`src/rtl/cgh_defs.svh`:
```
// Register offsets, field positions, reset values and scale constants
`ifndef CGH_DEFS_SVH
`define CGH_DEFS_SVH

`define CGH_ADDR_W 12
`define CGH_OFS_CTRL 12'h02c
`define CGH_OFS_U_LOW 12'h034
`define CGH_OFS_V_LOW 12'h038
`define CGH_OFS_HUE 12'h03c
`define CGH_OFS_STATUS 12'h0f0

`define CGH_RST_CTRL 8'h20
`define CGH_RST_U_LOW 8'hfe
`define CGH_RST_V_LOW 8'hb4
`define CGH_RST_HUE 8'h00

`define CGH_BIT_U_TOP 1
`define CGH_BIT_V_TOP 0
`define CGH_BIT_U_CLIP 0
`define CGH_BIT_V_CLIP 1

// Unity gain codes and their 2^16 reciprocals
`define CGH_U_UNITY 9'h0fe
`define CGH_V_UNITY 9'h0b4
`define CGH_U_RECIP 10'h102
`define CGH_V_RECIP 10'h16c
`define CGH_SCALE_SHIFT 16
`define CGH_ROUND 28'h0008000

// Hue code to phase: one code is 1/512 turn of a 16-bit phase
`define CGH_PHASE_W 16
`define CGH_HUE_SHIFT 7
`define CGH_HUE_MINUS_90 16'hc000

`endif

```
`src/rtl/cgh_pkg.sv`:
```
// Types shared by the chroma gain and hue stage
package cgh_pkg;
    typedef enum logic [1:0] {
        CGH_STD_NTSC = 2'b00,
        CGH_STD_PAL = 2'b01,
        CGH_STD_SECAM = 2'b10,
        CGH_STD_DIGITAL = 2'b11
    } cgh_std_t;
    typedef logic signed [7:0] cgh_sample_t;
endpackage

```
`src/rtl/cgh_gain_mul.sv`:
```
// One colour-difference gain multiplier with saturation
`timescale 1ns/100ps
`include "cgh_defs.svh"
module cgh_gain_mul #(
    parameter logic [9:0] RECIP = `CGH_U_RECIP
) (
    input wire logic i_clk,
    input wire logic i_reset_n,
    input wire logic i_valid,
    input wire cgh_pkg::cgh_sample_t i_sample,
    input wire logic [8:0] i_gain,
    output cgh_pkg::cgh_sample_t o_sample,
    output logic o_clip
);
    wire logic signed [27:0] ext_sample = 28'(i_sample);
    wire logic signed [27:0] ext_gain = 28'($signed({1'b0, i_gain}));
    wire logic signed [27:0] ext_recip = 28'($signed({1'b0, RECIP}));
    wire logic signed [27:0] product = ext_sample * ext_gain * ext_recip;
    wire logic signed [27:0] rounded = product + $signed(`CGH_ROUND);
    wire logic signed [27:0] scaled = rounded >>> `CGH_SCALE_SHIFT;
    wire logic too_high = scaled > 28'sd127;
    wire logic too_low = scaled < -28'sd128;
    // Clamp instead of wrapping
    wire cgh_pkg::cgh_sample_t clamped = too_high ? 8'sh7f :
        too_low ? 8'sh80 : scaled[7:0];

    always_ff @(posedge i_clk or negedge i_reset_n) begin
        if (!i_reset_n) begin
            o_sample <= 8'sh00;
            o_clip <= 1'b0;
        end else if (i_valid) begin
            o_sample <= clamped;
            o_clip <= too_high | too_low;
        end else begin
            o_clip <= 1'b0;
        end
    end
endmodule

```
`src/rtl/cgh_top.sv`:
```
// Chroma gain and hue stage with its APB register file
//
// What this block and its software do
// RULE1: U gain is control bit plus U low byte
// RULE2: U scaled by gain, 254 is unity
// RULE3: V gain is control bit plus V low byte
// RULE4: V scaled by gain, 180 is unity
// RULE5: Software keeps U to V ratio fixed
// RULE6: Software read-modify-writes the control register
// RULE7: Signed hue added to subcarrier phase
// RULE8: 256 hue steps of 0.7 degree
// RULE9: Hue register resets to zero
// RULE10: No hue offset for PAL, SECAM, digital
// RULE11: U top bit is control bit 1
// RULE12: V top bit is control bit 0
// RULE13: Gain products saturate, never wrap
`timescale 1ns/100ps
`include "cgh_defs.svh"
module cgh_top (
    input wire logic I_CLK,
    input wire logic I_RESET_N,
    input wire logic I_PSEL,
    input wire logic I_PENABLE,
    input wire logic I_PWRITE,
    input wire logic [`CGH_ADDR_W-1:0] I_PADDR,
    input wire logic [31:0] I_PWDATA,
    input wire logic [3:0] I_PSTRB,
    output logic [31:0] O_PRDATA,
    output logic O_PREADY,
    output logic O_PSLVERR,
    input wire cgh_pkg::cgh_std_t I_STD,
    input wire logic [`CGH_PHASE_W-1:0] I_SC_PHASE,
    input wire logic I_VALID,
    input wire cgh_pkg::cgh_sample_t I_U,
    input wire cgh_pkg::cgh_sample_t I_V,
    output logic O_VALID,
    output cgh_pkg::cgh_sample_t O_U,
    output cgh_pkg::cgh_sample_t O_V,
    output logic [`CGH_PHASE_W-1:0] O_SC_PHASE
);
    logic [7:0] ctrl;
    logic [7:0] chroma_u_gain_low;
    logic [7:0] chroma_v_gain_low;
    logic [7:0] hue_phase_offset;
    logic [1:0] clip_flags;
    logic [31:0] rdata;
    logic u_clip;
    logic v_clip;

    // Bus decode
    wire logic hit_ctrl = I_PADDR == `CGH_OFS_CTRL;
    wire logic hit_u = I_PADDR == `CGH_OFS_U_LOW;
    wire logic hit_v = I_PADDR == `CGH_OFS_V_LOW;
    wire logic hit_hue = I_PADDR == `CGH_OFS_HUE;
    wire logic hit_status = I_PADDR == `CGH_OFS_STATUS;
    wire logic mapped = hit_ctrl | hit_u | hit_v | hit_hue | hit_status;
    wire logic setup = I_PSEL & ~I_PENABLE;
    wire logic access = I_PSEL & I_PENABLE;
    wire logic wr_low = access & I_PWRITE & I_PSTRB[0] & mapped;
    wire logic [7:0] wbyte = I_PWDATA[7:0];

    // Gain words formed from control top bits and low bytes
    wire logic chroma_u_gain_top_bit = ctrl[`CGH_BIT_U_TOP]; // RULE11
    wire logic chroma_v_gain_top_bit = ctrl[`CGH_BIT_V_TOP]; // RULE12
    wire logic [8:0] chroma_u_gain_word =
        {chroma_u_gain_top_bit, chroma_u_gain_low}; // RULE1
    wire logic [8:0] chroma_v_gain_word =
        {chroma_v_gain_top_bit, chroma_v_gain_low}; // RULE3

    // Hue applies only to the remaining analogue standard
    wire logic hue_active = I_STD == cgh_pkg::CGH_STD_NTSC; // RULE10
    wire logic [`CGH_PHASE_W-1:0] hue_step = {
        {(`CGH_PHASE_W-8-`CGH_HUE_SHIFT){hue_phase_offset[7]}},
        hue_phase_offset, {`CGH_HUE_SHIFT{1'b0}}}; // RULE7 RULE8
    wire logic [`CGH_PHASE_W-1:0] next_phase = hue_active ?
        I_SC_PHASE + hue_step : I_SC_PHASE; // RULE7 RULE10

    wire logic [1:0] next_clip_flags = ({v_clip, u_clip}) |
        (clip_flags & ~((wr_low & hit_status) ? wbyte[1:0] : 2'b00));

    wire logic [31:0] rd_mux = hit_ctrl ? {24'h0, ctrl} :
        hit_u ? {24'h0, chroma_u_gain_low} :
        hit_v ? {24'h0, chroma_v_gain_low} :
        hit_hue ? {24'h0, hue_phase_offset} :
        hit_status ? {30'h0, clip_flags} : 32'h0;

    assign O_PREADY = 1'b1;
    assign O_PSLVERR = access & ~mapped;
    assign O_PRDATA = rdata;

    always_ff @(posedge I_CLK or negedge I_RESET_N) begin
        if (!I_RESET_N) begin
            ctrl <= `CGH_RST_CTRL; // RULE11 RULE12
            chroma_u_gain_low <= `CGH_RST_U_LOW; // RULE1
            chroma_v_gain_low <= `CGH_RST_V_LOW; // RULE3
            hue_phase_offset <= `CGH_RST_HUE; // RULE9
        end else if (wr_low) begin
            if (hit_ctrl) begin
                ctrl <= wbyte;
            end
            if (hit_u) begin
                chroma_u_gain_low <= wbyte;
            end
            if (hit_v) begin
                chroma_v_gain_low <= wbyte;
            end
            if (hit_hue) begin
                hue_phase_offset <= wbyte;
            end
        end
    end

    // Clip flags are sticky; a new clip beats a write-one clear
    always_ff @(posedge I_CLK or negedge I_RESET_N) begin
        if (!I_RESET_N) begin
            clip_flags <= 2'b00;
        end else begin
            clip_flags <= next_clip_flags; // RULE13
        end
    end

    // Read data is captured in the setup cycle
    always_ff @(posedge I_CLK or negedge I_RESET_N) begin
        if (!I_RESET_N) begin
            rdata <= 32'h0;
        end else if (setup) begin
            rdata <= rd_mux;
        end
    end

    always_ff @(posedge I_CLK or negedge I_RESET_N) begin
        if (!I_RESET_N) begin
            O_VALID <= 1'b0;
            O_SC_PHASE <= '0;
        end else begin
            O_VALID <= I_VALID;
            O_SC_PHASE <= next_phase;
        end
    end

    cgh_gain_mul #(
        .RECIP(`CGH_U_RECIP)
    ) u_gain (
        .i_clk(I_CLK),
        .i_reset_n(I_RESET_N),
        .i_valid(I_VALID),
        .i_sample(I_U),
        .i_gain(chroma_u_gain_word),
        .o_sample(O_U),
        .o_clip(u_clip)
    ); // RULE2 RULE13

    cgh_gain_mul #(
        .RECIP(`CGH_V_RECIP)
    ) v_gain (
        .i_clk(I_CLK),
        .i_reset_n(I_RESET_N),
        .i_valid(I_VALID),
        .i_sample(I_V),
        .i_gain(chroma_v_gain_word),
        .o_sample(O_V),
        .o_clip(v_clip)
    ); // RULE4 RULE13

    // Helper state for the checks below
    logic hue_written;
    logic ctrl_written;
    always_ff @(posedge I_CLK or negedge I_RESET_N) begin
        if (!I_RESET_N) begin
            hue_written <= 1'b0;
            ctrl_written <= 1'b0;
        end else begin
            hue_written <= hue_written | (wr_low & hit_hue);
            ctrl_written <= ctrl_written | (wr_low & hit_ctrl);
        end
    end
endmodule

```
`config.mk`:
```
export PLATFORM = sky130hd
export DESIGN_NAME = cgh_top
export DESIGN_NICKNAME = d
export VERILOG_FILES = /design/src/rtl/cgh_pkg.sv /design/src/rtl/cgh_gain_mul.sv /design/src/rtl/cgh_top.sv
export VERILOG_INCLUDE_DIRS = /design/src /design/src/rtl
export SDC_FILE = /design/constraint.sdc
export NUM_CORES = 1
export LEC_CHECK = 0
export ABC_AREA = 0
export BUFFER_PORTS_ARGS = -buffer_cell sky130_fd_sc_hd__buf_2
export CORE_ASPECT_RATIO = 0.6
export CORE_UTILIZATION = 45
export CTS_BUF_LIST = sky130_fd_sc_hd__clkbuf_4 sky130_fd_sc_hd__clkbuf_8
export DETAILED_ROUTE_END_ITERATION = 6
export PLACE_DENSITY = 0.77
export SLEW_MARGIN = 5
export SYNTH_ARGS = -nofsm -noshare
export SYNTH_HDL_FRONTEND = slang
export SYNTH_SLANG_ARGS = --single-unit
export TNS_END_PERCENT = 100
```
`constraint.sdc`:
```
create_clock -name I_CLK -period 8.8 [get_ports I_CLK]
set_input_delay 1.32 -clock I_CLK [delete_from_list [all_inputs] [get_ports I_CLK]]
set_output_delay 1.32 -clock I_CLK [all_outputs]
set_load 0.05 [all_outputs]
```
==> key figures <==
Critical path
  • Crit Reg-Reg Startpoint: chroma_v_gain_low[2]$_DFFE_PN1P_
  • Cells on worst reg2reg path: 33
  • Slowest library cell on the worst path: fa_1
  • Delay-heaviest family, CP: adder cells
  • WP data required: 9.13 ns
  • CP bufs+invs: 8
  • Worst Path Max Fanout: 7
  • Arr. time, crit path: 9.53 ns
  • Slowest stage delay, CP: 0.57 ns
  • Crit path kind: input port to flop
  • Cell mode on critical path: fa_1
  • Critical Path Start: I_V[4]
  • Stages on the worst setup path: 34
  • Setup crit end kind: flop
  • Crit start category: input port

Synthesis
  • Top FF cell, synth: dfrtp_1
  • Synth Instances: 1471
  • Register area share after synthesis: 14.4%
  • YS warnings: 0
  • Ys async rst share: 100%
  • Seq cells post-synth: 77
  • Post-Synthesis Mean Instance Area: 9.15 µm²
  • Number of enable flip-flop cells after synthesis: 0
  • Cell area after synthesis: 0.0135 mm²
  • Netlist cell types: 93

Clock network
  • CTS root buf: clkbuf_8
  • Clock latency on the worst-skew pair: 0.40 ns
  • CTS buffer count: 9
  • Clock-pin slew on the worst setup and hold paths: 0.10 ns
  • Htree depth: 3
  • TritonCTS clock tree: built
  • Max clock buf depth: 2
  • Clock sink count: 77
  • Hold buffer count at CTS: 0

Timing
  • Max transition margin: 25.0%
  • Tcrit/Tclk final: 105%
  • Final hold viol count: 0
  • Crit path time final: 9.20 ns
  • Final worst slack: -0.397 ns
  • Worst Max-Slew Pin Slew: 1.11 ns
  • Final setup viols: 9
  • Minimum hold slack: 0.458 ns
  • RSZ-0062 raised after global routing: true
  • Pins over their slew limit: 0
  • Layout Skew: 0.0139 ns
  • Fmax achieved: 109 MHz

Floorplan
  • Core footprint: 0.0291 mm²
  • Die Height: 136 µm
  • Starting Density: 46.3%
  • Die ar.: 0.0306 mm²
  • Rows: 48
  • I/O pin count: 155
  • Chip Width: 225 µm

Placement
  • Port buffer count: 102
  • Final HPWL DP: 30800 µm
  • Gpl congestion: 0.891
  • Placed Cells: 2209
  • Placed inst area: 0.0167 mm²

Finish
  • Most common cell after layout, fill and taps aside: buf_4
  • Layout cells sized above 1: 37.1%
  • # nets final: 2274
  • Register area: 0.00194 mm²
  • Filler cell count in the final layout: 2295
  • Most frequent cells in the layout: buf_4, inv_1, ha_1, fa_1, nand2_1
  • P&R area growth vs syn: 33.8%
  • Area used by multi-input combinational logic: 0.0117 mm²
  • Final Instance Area: 0.0180 mm²
  • Final Instance Count excl. Fillers: 2261

Routing
  • First drt pass iteration count: 7
  • Wirelength per Cell: 17.3 µm
  • DRC Markers: 2
  • Vias/cell: 5.46
  • First DRT Iteration DRCs: 861
  • ANT nets after route: 0
  • Via count: 12300
  • Final WL: 39100 µm

Global route
  • Pin count of the biggest net entering global routing: 78
  • Initial antenna violation count: 1
  • First-pass GRT wire length: 63800 µm
  • GRT Total Usage: 26.0%
  • Vias in the first global route: 12700
  • Remaining Overflow, GRT: 0

Power
  • Power Density: 172 mW/mm²
  • Total power draw: 3.09 mW
  • VDD IR max: 0.290 mV
  • Leakage: 9.32 nW

Outcome
  • Failing checks: DRC, setup timing
  • Outcome: complete, but fails checks

Run
  • Maxcap violations: 0

Worst hold path
  • Hold crit path type: flop to flop
  • Hold Path Stages: 1
  • Worst Hold Launch: u_gain.o_clip$_DFF_PN0_
## worst paths after layout
path                                                  end  slack, ns
min reg2reg                       clip_flags[0]$_DFF_PN0_       0.46
max                        v_gain.o_sample[2]$_DFFE_PN0P_      -0.40
max in group asynchronous  v_gain.o_sample[6]$_DFFE_PN0P_       7.08
max reg2reg                v_gain.o_sample[2]$_DFFE_PN0P_      -0.03
min                               clip_flags[0]$_DFF_PN0_       0.46
min in group asynchronous         O_SC_PHASE[7]$_DFF_PN0_       1.05
## worst register-to-register path: cells and delay by family, from the launching register on
kind	cells	cell delay [ns]
AOI/OAI and AO/OA	8	1.21
xor gates and xnor gates	1	0.19
adders and majority gates	10	4.09
buffers and inverters	7	0.82
DFF	1	0.70
and+or+nand+nor	7	1.74
## metal layers
layer | up-vias | wire length [µm] | track usage, %
li1 | 5753 | - | -
met1 | 5977 | 17600 | 37.1
met2 | 519 | 17300 | 40.0
met3 | 96 | 2990 | 5.14
met4 | 0 | 1110 | 7.29
met5 | - | 0 | 0
## sequential cells by signal, indices dropped and copies added, names as in the netlist
| signal | cells |
|---|---|
| chroma_v_gain_low | 8 |
| hue_phase_offset | 8 |
| clip_flags | 2 |
| u_gain.o_clip | 1 |
| v_gain.o_clip | 1 |
| chroma_u_gain_low | 8 |
| O_PRDATA | 8 |
| O_SC_PHASE | 16 |
| O_VALID | 1 |
| ctrl | 8 |
| u_gain.o_sample | 8 |
| v_gain.o_sample | 8 |
## power breakdown
part / switching (mW) / total [mW] / internal (mW)
Clock: 0.159 / 0.267 / 0.108
Combinational: 1.28 / 2.42 / 1.14
Sequential: 0.0172 / 0.403 / 0.385
## synthesized netlist by cell type (29+ instances only)
cell type | n | share of area (%)
a21o_1 | 31 | 1.7
a21oi_1 | 63 | 2.3
and2_1 | 104 | 4.8
clkbuf_1 | 29 | 0.81
dfrtp_1 | 65 | 12
fa_1 | 130 | 19
ha_1 | 202 | 19
inv_1 | 210 | 5.9
mux2_2 | 43 | 3.6
nand2_1 | 101 | 2.8
nor2_1 | 55 | 1.5
o21ai_0 | 43 | 1.6
xnor2_1 | 37 | 2.4
## through the flow
stage / worst slack, ns / utilization (%) / TNS (ns)
final: -0.397 / 62.0 / -3.20
after global routing: -0.685 / 61.9 / -6.26
after CTS: -0.176 / 60.2 / -1.27
after detailed placement: -0.995 / 57.3 / -14.77
after global placement: -0.809 / 57.3 / -12.59
after floorplan: -0.152 / - / -1.18
## layout make-up
type	count	area share (%)
diodes	2	0.0278
well taps	400	2.78
multi-input cells	1146	64.8
flip-flops and latches	77	10.8
inverters	213	4.52
repair buffers	407	16.1
clock inverters	7	0.354
clock buffers	9	0.688
## kinds of logic after synthesis
kind of cell,share of synthesized area [%]
AOI/OAI and AO/OA,15.0
xor gates and xnor gates,4.15
adders and majority gates,38.1
buffers and inverters,8.28
DFF,14.4
muxes,3.97
other,0.0558
and+or+nand+nor,16.0
## what timing repair did
item,4_1_cts,5_1_grt
pin swaps,81,65
setup endpoints to repair,18,18
cloned,0,0
buffers inserted,24,11
resized for setup,99,88
(Power assumes the default switching activity.)
